[src/rtl/aog_pkg.sv]
// Package for the adder operand gate control block: register map, fields, selection indices and gate constants.
package aog_pkg;
  localparam int unsigned AOG_WIDTH = 16;
  // Register byte offsets on the AXI4-Lite slave.
  localparam logic [7:0] AOG_OFS_CTRL   = 8'h00;
  localparam logic [7:0] AOG_OFS_STATUS = 8'h04;
  localparam logic [7:0] AOG_OFS_REGA   = 8'h08;
  localparam logic [7:0] AOG_OFS_REGY   = 8'h0c;
  localparam logic [7:0] AOG_OFS_REGX   = 8'h10;
  localparam logic [7:0] AOG_OFS_REGQ   = 8'h14;
  localparam logic [7:0] AOG_OFS_REGP   = 8'h18;
  localparam logic [7:0] AOG_OFS_MASK   = 8'h1c;
  localparam logic [7:0] AOG_OFS_BORROW = 8'h20;
  // Control register field positions.
  localparam int unsigned AOG_CTRL_BLOCK_INC = 0;
  localparam int unsigned AOG_CTRL_STOPPED   = 1;
  localparam int unsigned AOG_CTRL_DISP_LO   = 2;
  localparam int unsigned AOG_CTRL_DISP_HI   = 4;
  localparam int unsigned AOG_CTRL_W         = 5;
  localparam logic [AOG_CTRL_W-1:0] AOG_CTRL_RST = 5'h00;
  // X register bit that names the mask as origin of an inter-register move.
  localparam int unsigned AOG_X_MASK_BIT = 3;
  localparam logic [1:0] AOG_RESP_OKAY   = 2'h0;
  localparam logic [1:0] AOG_RESP_SLVERR = 2'h2;
  // Manual display selection codes.
  typedef enum logic [2:0] {
    AOG_DISP_NONE = 3'h0,
    AOG_DISP_Q    = 3'h1,
    AOG_DISP_X    = 3'h2,
    AOG_DISP_P    = 3'h3,
    AOG_DISP_MASK = 3'h4
  } aog_disp_t;
  // Operand gate control flip-flop indices: augend 0..2, addend 3..6.
  localparam int unsigned AOG_NSEL       = 7;
  localparam int unsigned AOG_SEL_PLUS1  = 0;
  localparam int unsigned AOG_SEL_Y_AUG  = 1;
  localparam int unsigned AOG_SEL_X_AUG  = 2;
  localparam int unsigned AOG_SEL_Q_ADN  = 3;
  localparam int unsigned AOG_SEL_X_ADN  = 4;
  localparam int unsigned AOG_SEL_P_ADN  = 5;
  localparam int unsigned AOG_SEL_M_ADN  = 6;
  localparam logic [AOG_NSEL-1:0] AOG_SEL_RST = 7'h00;
  localparam logic [15:0] AOG_NEG_ZERO = 16'hffff;
  localparam logic [15:0] AOG_PLUS_ONE = 16'h0001;
endpackage : aog_pkg

[src/rtl/aog_gate_ctrl.sv]
// Adder operand gate control with AXI4-Lite register access.
//
// The implementer's own choices: the AXI4-Lite interface to the registers and the address map.
`timescale 1ns/10ps
module aog_gate_ctrl
  import aog_pkg::*;
#(
  parameter int unsigned WIDTH = AOG_WIDTH
) (
  input  wire logic              i_clk,
  input  wire logic              i_rstn,
  // Processor timing and decode inputs.
  input  wire logic              i_t00,
  input  wire logic              i_ph_h01,
  input  wire logic              i_ph_h05,
  input  wire logic              i_phase_end,
  input  wire logic              i_cyc_a,
  input  wire logic              i_cyc_b,
  input  wire logic              i_cyc_c,
  input  wire logic              i_addr_mode,
  input  wire logic              i_operand_read_mode,
  input  wire logic              i_store_mode,
  input  wire logic              i_reg_mode,
  input  wire logic              i_shift_cycle,
  input  wire logic              i_interrupt,
  input  wire logic              i_indirect,
  input  wire logic              i_q_index,
  input  wire logic              i_read_next_instruction,
  input  wire logic              i_disp_zero,
  input  wire logic              i_return_jump_op,
  input  wire logic              i_exit_interrupt_op,
  input  wire logic              i_multiply_op,
  input  wire logic              i_divide_op,
  input  wire logic              i_mult_step,
  input  wire logic              i_multiplier_bit,
  input  wire logic              i_inter_register_op,
  // Pyramid borrow terms.
  input  wire logic              i_sec0_borrow,
  input  wire logic              i_sec1_borrow,
  input  wire logic              i_sec1_enable,
  input  wire logic              i_stage15_borrow,
  input  wire logic              i_stage15_enable,
  // AXI4-Lite slave.
  input  wire logic [7:0]        i_awaddr,
  input  wire logic              i_awvalid,
  output logic                   o_awready,
  input  wire logic [31:0]       i_wdata,
  input  wire logic [3:0]        i_wstrb,
  input  wire logic              i_wvalid,
  output logic                   o_wready,
  output logic [1:0]             o_bresp,
  output logic                   o_bvalid,
  input  wire logic              i_bready,
  input  wire logic [7:0]        i_araddr,
  input  wire logic              i_arvalid,
  output logic                   o_arready,
  output logic [31:0]            o_rdata,
  output logic [1:0]             o_rresp,
  output logic                   o_rvalid,
  input  wire logic              i_rready,
  // Adder gate outputs.
  output logic [WIDTH-1:0]       o_augend_gate,
  output logic [WIDTH-1:0]       o_addend_gate,
  output logic [AOG_NSEL-1:0]    o_sel_n,
  output logic                   o_group0_borrow,
  output logic                   o_end_around_borrow
);

  // The gate constants and the register map are fixed at sixteen bits.
  if (WIDTH != 16) begin : g_width_check
    $error("aog_gate_ctrl supports only a 16-bit adder");
  end

  typedef struct packed {
    logic [AOG_NSEL-1:0]   sel;
    logic [AOG_CTRL_W-1:0] ctrl;
    logic [WIDTH-1:0]      ra;
    logic [WIDTH-1:0]      ry;
    logic [WIDTH-1:0]      rx;
    logic [WIDTH-1:0]      rq;
    logic [WIDTH-1:0]      rp;
    logic [WIDTH-1:0]      rm;
    logic [WIDTH-1:0]      augend_gate;
    logic [WIDTH-1:0]      addend_gate;
    logic                  g0b;
    logic                  eab;
    logic                  aw_got;
    logic [7:0]            aw_addr;
    logic                  w_got;
    logic [31:0]           w_data;
    logic                  bvalid;
    logic [1:0]            bresp;
    logic                  rvalid;
    logic [31:0]           rdata;
    logic [1:0]            rresp;
  } aog_state_t;

  aog_state_t st_r;
  aog_state_t st_nxt;

  logic       first_timing_phase;
  logic       third_timing_phase;
  logic [2:0] disp;
  logic       stopped;
  logic       wr_go;
  logic       rd_go;
  logic       rnz;

  assign first_timing_phase    = i_t00 & i_ph_h01;
  assign third_timing_phase    = i_t00 & i_ph_h05;
  assign stopped = st_r.ctrl[AOG_CTRL_STOPPED];
  assign disp    = st_r.ctrl[AOG_CTRL_DISP_HI:AOG_CTRL_DISP_LO];
  assign rnz     = i_read_next_instruction & i_disp_zero;
  assign wr_go   = st_r.aw_got & st_r.w_got & ~st_r.bvalid;
  assign rd_go   = i_arvalid & ~st_r.rvalid;

  always_comb begin
    logic [AOG_NSEL-1:0] set;
    logic [WIDTH-1:0]    a;
    logic [WIDTH-1:0]    d;
    set    = '0;
    a      = AOG_NEG_ZERO;
    d      = AOG_NEG_ZERO;
    st_nxt = st_r;
    if (stopped) begin
      if (i_t00) begin
        case (disp)
          AOG_DISP_Q:    set[AOG_SEL_Q_ADN] = 1'b1;
          AOG_DISP_X:    set[AOG_SEL_X_ADN] = 1'b1;
          AOG_DISP_P:    set[AOG_SEL_P_ADN] = 1'b1;
          AOG_DISP_MASK: set[AOG_SEL_M_ADN] = 1'b1;
          default:       set = '0;
        endcase
      end
    end else if (first_timing_phase) begin
      if (i_cyc_b & i_addr_mode & i_return_jump_op) begin
        set[AOG_SEL_PLUS1] = 1'b1;
      end
      if (i_cyc_a & i_inter_register_op & st_r.rx[AOG_X_MASK_BIT]) begin
        set[AOG_SEL_M_ADN] = 1'b1;
      end else if (i_cyc_a & (i_operand_read_mode | (i_addr_mode & ~rnz))) begin
        set[AOG_SEL_X_ADN] = 1'b1;
      end
    end else if (third_timing_phase) begin
      if (i_cyc_a & i_addr_mode & i_indirect & i_q_index) begin
        set[AOG_SEL_Y_AUG] = 1'b1;
        if (~i_interrupt & (~i_read_next_instruction | i_disp_zero)) begin
          set[AOG_SEL_Q_ADN] = 1'b1;
        end
      end
      if (i_cyc_c & i_mult_step & i_multiplier_bit) begin
        set[AOG_SEL_X_AUG] = 1'b1;
      end
      if ((i_multiply_op | i_divide_op) &
          ((i_cyc_a & i_operand_read_mode) | (i_cyc_c & i_mult_step))) begin
        set[AOG_SEL_Q_ADN] = 1'b1;
      end else if (i_cyc_a & i_operand_read_mode & ~i_exit_interrupt_op) begin
        set[AOG_SEL_P_ADN] = 1'b1;
        set[AOG_SEL_PLUS1] = 1'b1;
      end else if (i_cyc_a & (i_store_mode | (i_reg_mode & ~i_shift_cycle))) begin
        set[AOG_SEL_P_ADN] = 1'b1;
      end
    end
    if (st_r.ctrl[AOG_CTRL_BLOCK_INC]) begin
      set[AOG_SEL_PLUS1] = 1'b0;
    end
    // Priority keeps a single addend source even when decodes overlap.
    if (set[AOG_SEL_Q_ADN]) begin
      set[AOG_SEL_P_ADN:AOG_SEL_X_ADN] = '0;
      set[AOG_SEL_M_ADN] = 1'b0;
    end else if (set[AOG_SEL_M_ADN]) begin
      set[AOG_SEL_P_ADN:AOG_SEL_X_ADN] = '0;
    end else if (set[AOG_SEL_P_ADN]) begin
      set[AOG_SEL_X_ADN] = 1'b0;
    end
    if (|set) begin
      st_nxt.sel = set;
    end else if (i_phase_end) begin
      st_nxt.sel = AOG_SEL_RST;
    end
    // Gates follow the latched selection; an empty side gives negative zero.
    if (st_nxt.sel[AOG_SEL_PLUS1]) begin
      a = AOG_PLUS_ONE;
    end else if (st_nxt.sel[AOG_SEL_Y_AUG]) begin
      a = st_r.ry;
    end else if (st_nxt.sel[AOG_SEL_X_AUG]) begin
      a = st_r.rx;
    end
    if (st_nxt.sel[AOG_SEL_Q_ADN]) begin
      d = st_r.rq;
    end else if (st_nxt.sel[AOG_SEL_X_ADN]) begin
      d = st_r.rx;
    end else if (st_nxt.sel[AOG_SEL_P_ADN]) begin
      d = st_r.rp;
    end else if (st_nxt.sel[AOG_SEL_M_ADN]) begin
      d = st_r.rm;
    end
    st_nxt.augend_gate = a;
    st_nxt.addend_gate = d;
    st_nxt.g0b = i_sec1_borrow | (i_sec0_borrow & i_sec1_enable);
    st_nxt.eab = i_stage15_borrow | (i_stage15_enable & st_nxt.g0b);
    // AXI4-Lite write path.
    if (i_awvalid & ~st_r.aw_got) begin
      st_nxt.aw_got  = 1'b1;
      st_nxt.aw_addr = i_awaddr;
    end
    if (i_wvalid & ~st_r.w_got) begin
      st_nxt.w_got  = 1'b1;
      st_nxt.w_data = i_wdata;
    end
    if (wr_go) begin
      st_nxt.aw_got = 1'b0;
      st_nxt.w_got  = 1'b0;
      st_nxt.bvalid = 1'b1;
      st_nxt.bresp  = AOG_RESP_OKAY;
      case (st_r.aw_addr)
        AOG_OFS_CTRL:   st_nxt.ctrl = st_r.w_data[AOG_CTRL_W-1:0];
        AOG_OFS_REGA:   st_nxt.ra   = st_r.w_data[WIDTH-1:0];
        AOG_OFS_REGY:   st_nxt.ry   = st_r.w_data[WIDTH-1:0];
        AOG_OFS_REGX:   st_nxt.rx   = st_r.w_data[WIDTH-1:0];
        AOG_OFS_REGQ:   st_nxt.rq   = st_r.w_data[WIDTH-1:0];
        AOG_OFS_REGP:   st_nxt.rp   = st_r.w_data[WIDTH-1:0];
        AOG_OFS_MASK:   st_nxt.rm   = st_r.w_data[WIDTH-1:0];
        default:        st_nxt.bresp = AOG_RESP_SLVERR;
      endcase
    end
    if (st_r.bvalid & i_bready) begin
      st_nxt.bvalid = 1'b0;
    end
    // AXI4-Lite read path.
    if (rd_go) begin
      st_nxt.rvalid = 1'b1;
      st_nxt.rresp  = AOG_RESP_OKAY;
      st_nxt.rdata  = 32'h0000_0000;
      case (i_araddr)
        AOG_OFS_CTRL:   st_nxt.rdata[AOG_CTRL_W-1:0] = st_r.ctrl;
        AOG_OFS_STATUS: st_nxt.rdata[AOG_NSEL-1:0]   = st_r.sel;
        AOG_OFS_REGA:   st_nxt.rdata[WIDTH-1:0]      = st_r.ra;
        AOG_OFS_REGY:   st_nxt.rdata[WIDTH-1:0]      = st_r.ry;
        AOG_OFS_REGX:   st_nxt.rdata[WIDTH-1:0]      = st_r.rx;
        AOG_OFS_REGQ:   st_nxt.rdata[WIDTH-1:0]      = st_r.rq;
        AOG_OFS_REGP:   st_nxt.rdata[WIDTH-1:0]      = st_r.rp;
        AOG_OFS_MASK:   st_nxt.rdata[WIDTH-1:0]      = st_r.rm;
        AOG_OFS_BORROW: st_nxt.rdata[1:0]            = {st_r.eab, st_r.g0b};
        default:        st_nxt.rresp = AOG_RESP_SLVERR;
      endcase
    end else if (st_r.rvalid & i_rready) begin
      st_nxt.rvalid = 1'b0;
    end
  end

  always_ff @(posedge i_clk or negedge i_rstn) begin
    if (!i_rstn) begin
      st_r      <= '0;
      st_r.ctrl <= AOG_CTRL_RST;
      st_r.sel  <= AOG_SEL_RST;
      st_r.augend_gate  <= AOG_NEG_ZERO;
      st_r.addend_gate  <= AOG_NEG_ZERO;
    end else begin
      st_r <= st_nxt;
    end
  end

  assign o_augend_gate       = st_r.augend_gate;
  assign o_addend_gate       = st_r.addend_gate;
  assign o_sel_n             = ~st_r.sel;
  assign o_group0_borrow     = st_r.g0b;
  assign o_end_around_borrow = st_r.eab;
  assign o_awready           = ~st_r.aw_got;
  assign o_wready            = ~st_r.w_got;
  assign o_bvalid            = st_r.bvalid;
  assign o_bresp             = st_r.bresp;
  assign o_arready           = ~st_r.rvalid;
  assign o_rvalid            = st_r.rvalid;
  assign o_rdata             = st_r.rdata;
  assign o_rresp             = st_r.rresp;
endmodule : aog_gate_ctrl

[config.mk]
export PLATFORM = sky130hd
export DESIGN_NAME = aog_gate_ctrl
export DESIGN_NICKNAME = d
export VERILOG_FILES = /design/src/rtl/aog_pkg.sv /design/src/rtl/aog_gate_ctrl.sv
export SDC_FILE = /design/constraint.sdc
export NUM_CORES = 1
export LEC_CHECK = 0
export ABC_CLOCK_PERIOD_IN_PS = 2100
export BUFFER_PORTS_ARGS = -buffer_cell sky130_fd_sc_hd__buf_2
export CORE_MARGIN = 2
export CORE_UTILIZATION = 35
export DETAILED_ROUTE_END_ITERATION = 12
export GPL_ROUTABILITY_DRIVEN = 1
export GPL_TIMING_DRIVEN = 0
export SETUP_SLACK_MARGIN = 0.05
export SYNTH_ARGS = -nofsm -noshare
export SYNTH_HDL_FRONTEND = slang
export SYNTH_SLANG_ARGS = --single-unit
[constraint.sdc]
create_clock -name i_clk -period 2.1 [get_ports i_clk]
set_input_delay 0.21 -clock i_clk [delete_from_list [all_inputs] [get_ports i_clk]]
set_output_delay 0.21 -clock i_clk [all_outputs]
set_load 0.02 [all_outputs]
==> out/metrics.sh <==
FINAL_NET_COUNT=1073
DOMINANTREGCELLSYNTH='sky130_fd_sc_hd__dfrtp_1'
STATUS='finished, violations left'
SYN-INSTANCE-COUNT=751
ROUTED_WIRE_LENGTH_PER_INSTANCE_UM=18.2
NETLIST.AREA_LEADER.SHARE=0.430
MIN-DELAY-PATH-CLASS='primary input to flop'
NUMBER_OF_BUFFERS_ADDED_BY_THE_CLOCK_TREE_SYNTHESIS_STEP=17
FMAX_GHz=0.424
POST_ROUTE_CELLS_DRIVE_ABOVE_1_SHARE=0.572
ANTENNA_FOUND_INITIAL=0
POWER.LEAKAGE_nW=5.63
AREA.GROWTH.SYNTH_TO_FINAL_PCT=35.8
TIMING.REG2REG.WORST_PATH_DEPTH=8
ROUTE.FINAL.WIRE_LENGTH_UM=24200
TIMING_WORST_SETUP_PATH_TYPE='flop to flop'
DIE-AREA_UM2=27200
DRV.MAX_CAP_VIOLATION_COUNT=0
DRT_ITER0_MARKERS=455
LAYOUT_COMMONEST_CELL='sky130_fd_sc_hd__dfrtp_1'
WORST_PATH_REQUIRED_TIME_NS=2.45
R2R_START='st_r[211]$_DFFE_PN0P_'
FIN_CRIT_SH=1.12
VIOLATED_CHECKS='setup timing'
NFILLCELLS=2277
ASYNC_FLOP_SHARE=1.00
TIMING_HOLD_VIOLATIONS_FINAL=0
TIMING.CRITICAL_PATH.FANOUT_MAX=7
GRT_FIRST_PASS_WIRELENGTH_UM=36000
GRT_SETUP_UNREPAIRED='true'
FINAL.MIN_CLOCK_PERIOD_NS=2.36
VIAS=6711
PLACE.DETAILED.INSTANCES=1228
MAX_SLEW.WORST_PIN.SLEW_NS=0.707
CLOCK_SINK_COUNT=188
LAYOUT_COMMON_CELLS='sky130_fd_sc_hd__dfrtp_1 (155), sky130_fd_sc_hd__mux2_2 (130), sky130_fd_sc_hd__buf_2 (130), sky130_fd_sc_hd__buf_4 (105), sky130_fd_sc_hd__nor2_1 (46)'
FF2FF_SETUP_SLACK_NS=-0.26
FLOORPLAN.DIE.HEIGHT_UM=165
CP-STARTPOINT='st_r[211]$_DFFE_PN0P_'
POST_DRT_VIA_CELL_RATIO=5.05
P_INT_W=0.00810
SYNTHDISTINCTLIBCELLS=62
FINAL.SETUP_SKEW_NS=0.0107
NUM_ROWS=58
CLK_TRANSITION_REPORTED_PATHS_NS=0.08
MAPPEDNETLISTAREA_UM2=9070
SWSHARE=0.336
START_KIND='flop'
NET-SWITCHING-POWER_W=0.00411
IOPINCOUNT=170
FIRST_GLOBAL_VIAS=6561
CP_CELL_SEQUENCE='nand3b_1 -> nor2_4 -> a32o_2 -> or4_4 -> o31a_4 -> buf_4 -> o221ai_4 -> a31oi_4'
CTS.HTREE.LEVELS=4
POST-LAYOUT-TOTAL-POWER_W=0.0122
SYNTH.AVG_CELL_AREA_UM2=12.1
POWERDENSITY_nW_PER_UM2=990
P_SEQ_FRAC=0.476
SYNTH_SEQ_CELLS=188
INSTANCES_NO_FILL=1328
GRT.OVERFLOW.TOTAL=0
WORST_HOLD_STARTPOINT='i_wdata[2]'
POST_SYNTH_MAIN_AREA_CONTRIBUTORS='sky130_fd_sc_hd__dfrtp_1 (43%), sky130_fd_sc_hd__mux2_2 (17%), sky130_fd_sc_hd__dfstp_2 (9.3%)'
SETUP_CRIT_END='o_addend_gate[15]$_DFF_PN1_'
CORE_REGION_AREA_UM2=25300
DETAIL_ROUTE.DRC_VIOLATIONS=0
GRT_MAX_DEGREE=122
INSERTION_DELAY_NS=0.45
ANTENNA_CELLS=0
WORST_IR_DROP_VDD_V=0.000380
NUMBER_OF_MAX_SLEW_VIOLATIONS_IN_THE_FINAL_REPORT=0
CRIT_PATH_MAX_INCR_DELAY_NS=0.51
DRT_FIRST_PASS_ITERS=6
REGTOREGENDPOINT='o_addend_gate[15]$_DFF_PN1_'
POSTLAYOUTSETUPSLACKWORST_NS=-0.257
SETUP-VIOLATIONS-FINAL=33
CRIT_PATH_END_KIND='flop'
CTS_ROOT_BUF='sky130_fd_sc_hd__clkbuf_16'
SLEW_HEADROOM=0.529
PLACE_CONGESTION=0.841
GRT.TOTAL_USAGE=0.174
CTS_TREE='done'
PWR-SHARE-CLK=0.266
SYNTH_LARGEST_AREA_CELL='sky130_fd_sc_hd__dfrtp_1'
INITIAL_UTILIZATION=0.358
SYNTH.YOSYS.WARNINGS=0
ANT_NETS=0
SYNTH_EDF_COUNT=0
DIE-WIDTH_UM=165
POWER_FRAC_COMB=0.258
CTS_BUFFER_DEPTH=2
PLACE.PORT_BUFFERS=129
DP_HPWL_UM=16600
WORST_EP_ARRIVAL_TIME_NS=2.71
CRITICAL_PATH.SLOWEST_CELL='sky130_fd_sc_hd__or4_4'
SEQUENTIAL_FRACTION_OF_THE_SYNTHESIS_AREA=0.523
[per-layer routing]
metal  GRT usage  up-vias  part of all wire
met3      0.0261       49             0.055
met4      0.0739        0             0.032
met2       0.279      228              0.48
li1            -     3130                 -
met1       0.234     3304              0.44
met5           0        -                 0
[critical path: cells and delay by family, from the launching register on]
kind,cells,cell delay [ns]
AO/OA/AOI/OAI,4,0.92
flip-flops,1,0.43
buffers and inverters,1,0.16
AND/OR/NAND/NOR,3,0.77
[power groups by stage]
stage	Sequential, W	Clock, W	Combinational, W
global route	0.00595	0.00346	0.00341
finish	0.00581	0.00325	0.00315
global placement	0.00569	0	0.00265
CTS	0.00573	0.00331	0.00303
detailed placement	0.00573	0	0.00270
floorplan	0.00533	0	0.00204
[cells in the mapped netlist, drive strengths merged (3+ instances only)]
master  count
dfrtp     156
mux2      136
buf        84
nor2       57
nand2      44
nor3       35
dfstp      32
a31oi      27
clkbuf     25
inv        20
o221ai     17
a222oi     12
a22o       12
o21ai      10
nor2b       7
mux4        6
a32oi       5
mux2i       5
a21o        4
and3        4
a21oi       3
a22oi       3
nand3b      3
nand4b      3
nor4        3
o21a        3
o32a        3
[per-stage QoR]
stage | worst slack [ns] | TNS, ns | hold slack [ns] | instance area, um^2 | utilization
global placement | -2.25 | -429.08 | 0.397 | 10300 | 0.406
global route | -0.346 | -8.79 | 0.00947 | 12300 | 0.487
detailed placement | -0.720 | -49.82 | 0.197 | 10300 | 0.408
finish | -0.257 | -5.35 | 0.0109 | 12300 | 0.487
floorplan | -0.0661 | -0.660 | -0.0856 | 9230 | -
CTS | -0.245 | -5.52 | 0.00490 | 11900 | 0.469
[sequential cells by signal, indices dropped and copies added (netlist names)]
| signal | count |
|---|---|
| st_r | 131 |
| o_addend_gate | 16 |
| o_rdata | 16 |
| o_rvalid | 1 |
| o_bvalid | 1 |
| disp | 3 |
| o_rresp | 1 |
| o_augend_gate | 16 |
| o_bresp | 1 |
| o_group0_borrow | 1 |
| o_end_around_borrow | 1 |
[cell type report]
class / instances / area, um^2 / share of cell area
Clock buffer: 18 / 439 / 0.0356
Timing Repair Buffer: 201 / 1410 / 0.114
Tap cell: 330 / 413 / 0.0335
Buffer: 105 / 855 / 0.0693
Clock inverter: 14 / 153 / 0.0124
Multi-Input combinational cell: 452 / 4230 / 0.343
Inverter: 20 / 82.6 / 0.00670
Sequential cell: 188 / 4750 / 0.385
[worst min path at each step]
| stage | end | slack [ns] | cells past startpoint |
|---|---|---|---|
| 3_3_place_gp | o_end_around_borrow$_DFF_PN0_ | 0.40 | 2 |
| 6_report | st_r[40]$_DFFE_PN0P_ | 0.01 | 2 |
| 5_1_grt | st_r[53]$_DFFE_PN0P_ | 0.009 | 2 |
| 4_1_cts | st_r[52]$_DFFE_PN0P_ | 0.005 | 2 |
| 2_1_floorplan | disp[0]$_DFFE_PN0P_ | -0.09 | 0 |
| 3_5_place_dp | st_r[77]$_DFFE_PN0P_ | 0.20 | 1 |
[repair_timing]
item,in CTS,in global routing
resized for setup,113,57
endpoints found under the setup margin,151,114
buffers inserted,23,24
pin swaps,19,18
endpoints found under the hold margin,67,0
hold buffers,21,0
gates cloned,1,5
[kinds of logic (layout without fill, tap and decap cells)]
family | after synthesis | after routing | share of synthesized area
multiplexers | 147 | 147 | 0.189
buffers and inverters | 129 | 358 | 0.0849
AND/OR/NAND/NOR | 176 | 177 | 0.0954
flip-flops | 188 | 188 | 0.523
other | 1 | 18 | 0.000413
AO/OA/AOI/OAI | 110 | 110 | 0.107
Power figures use the tool's default switching activity.
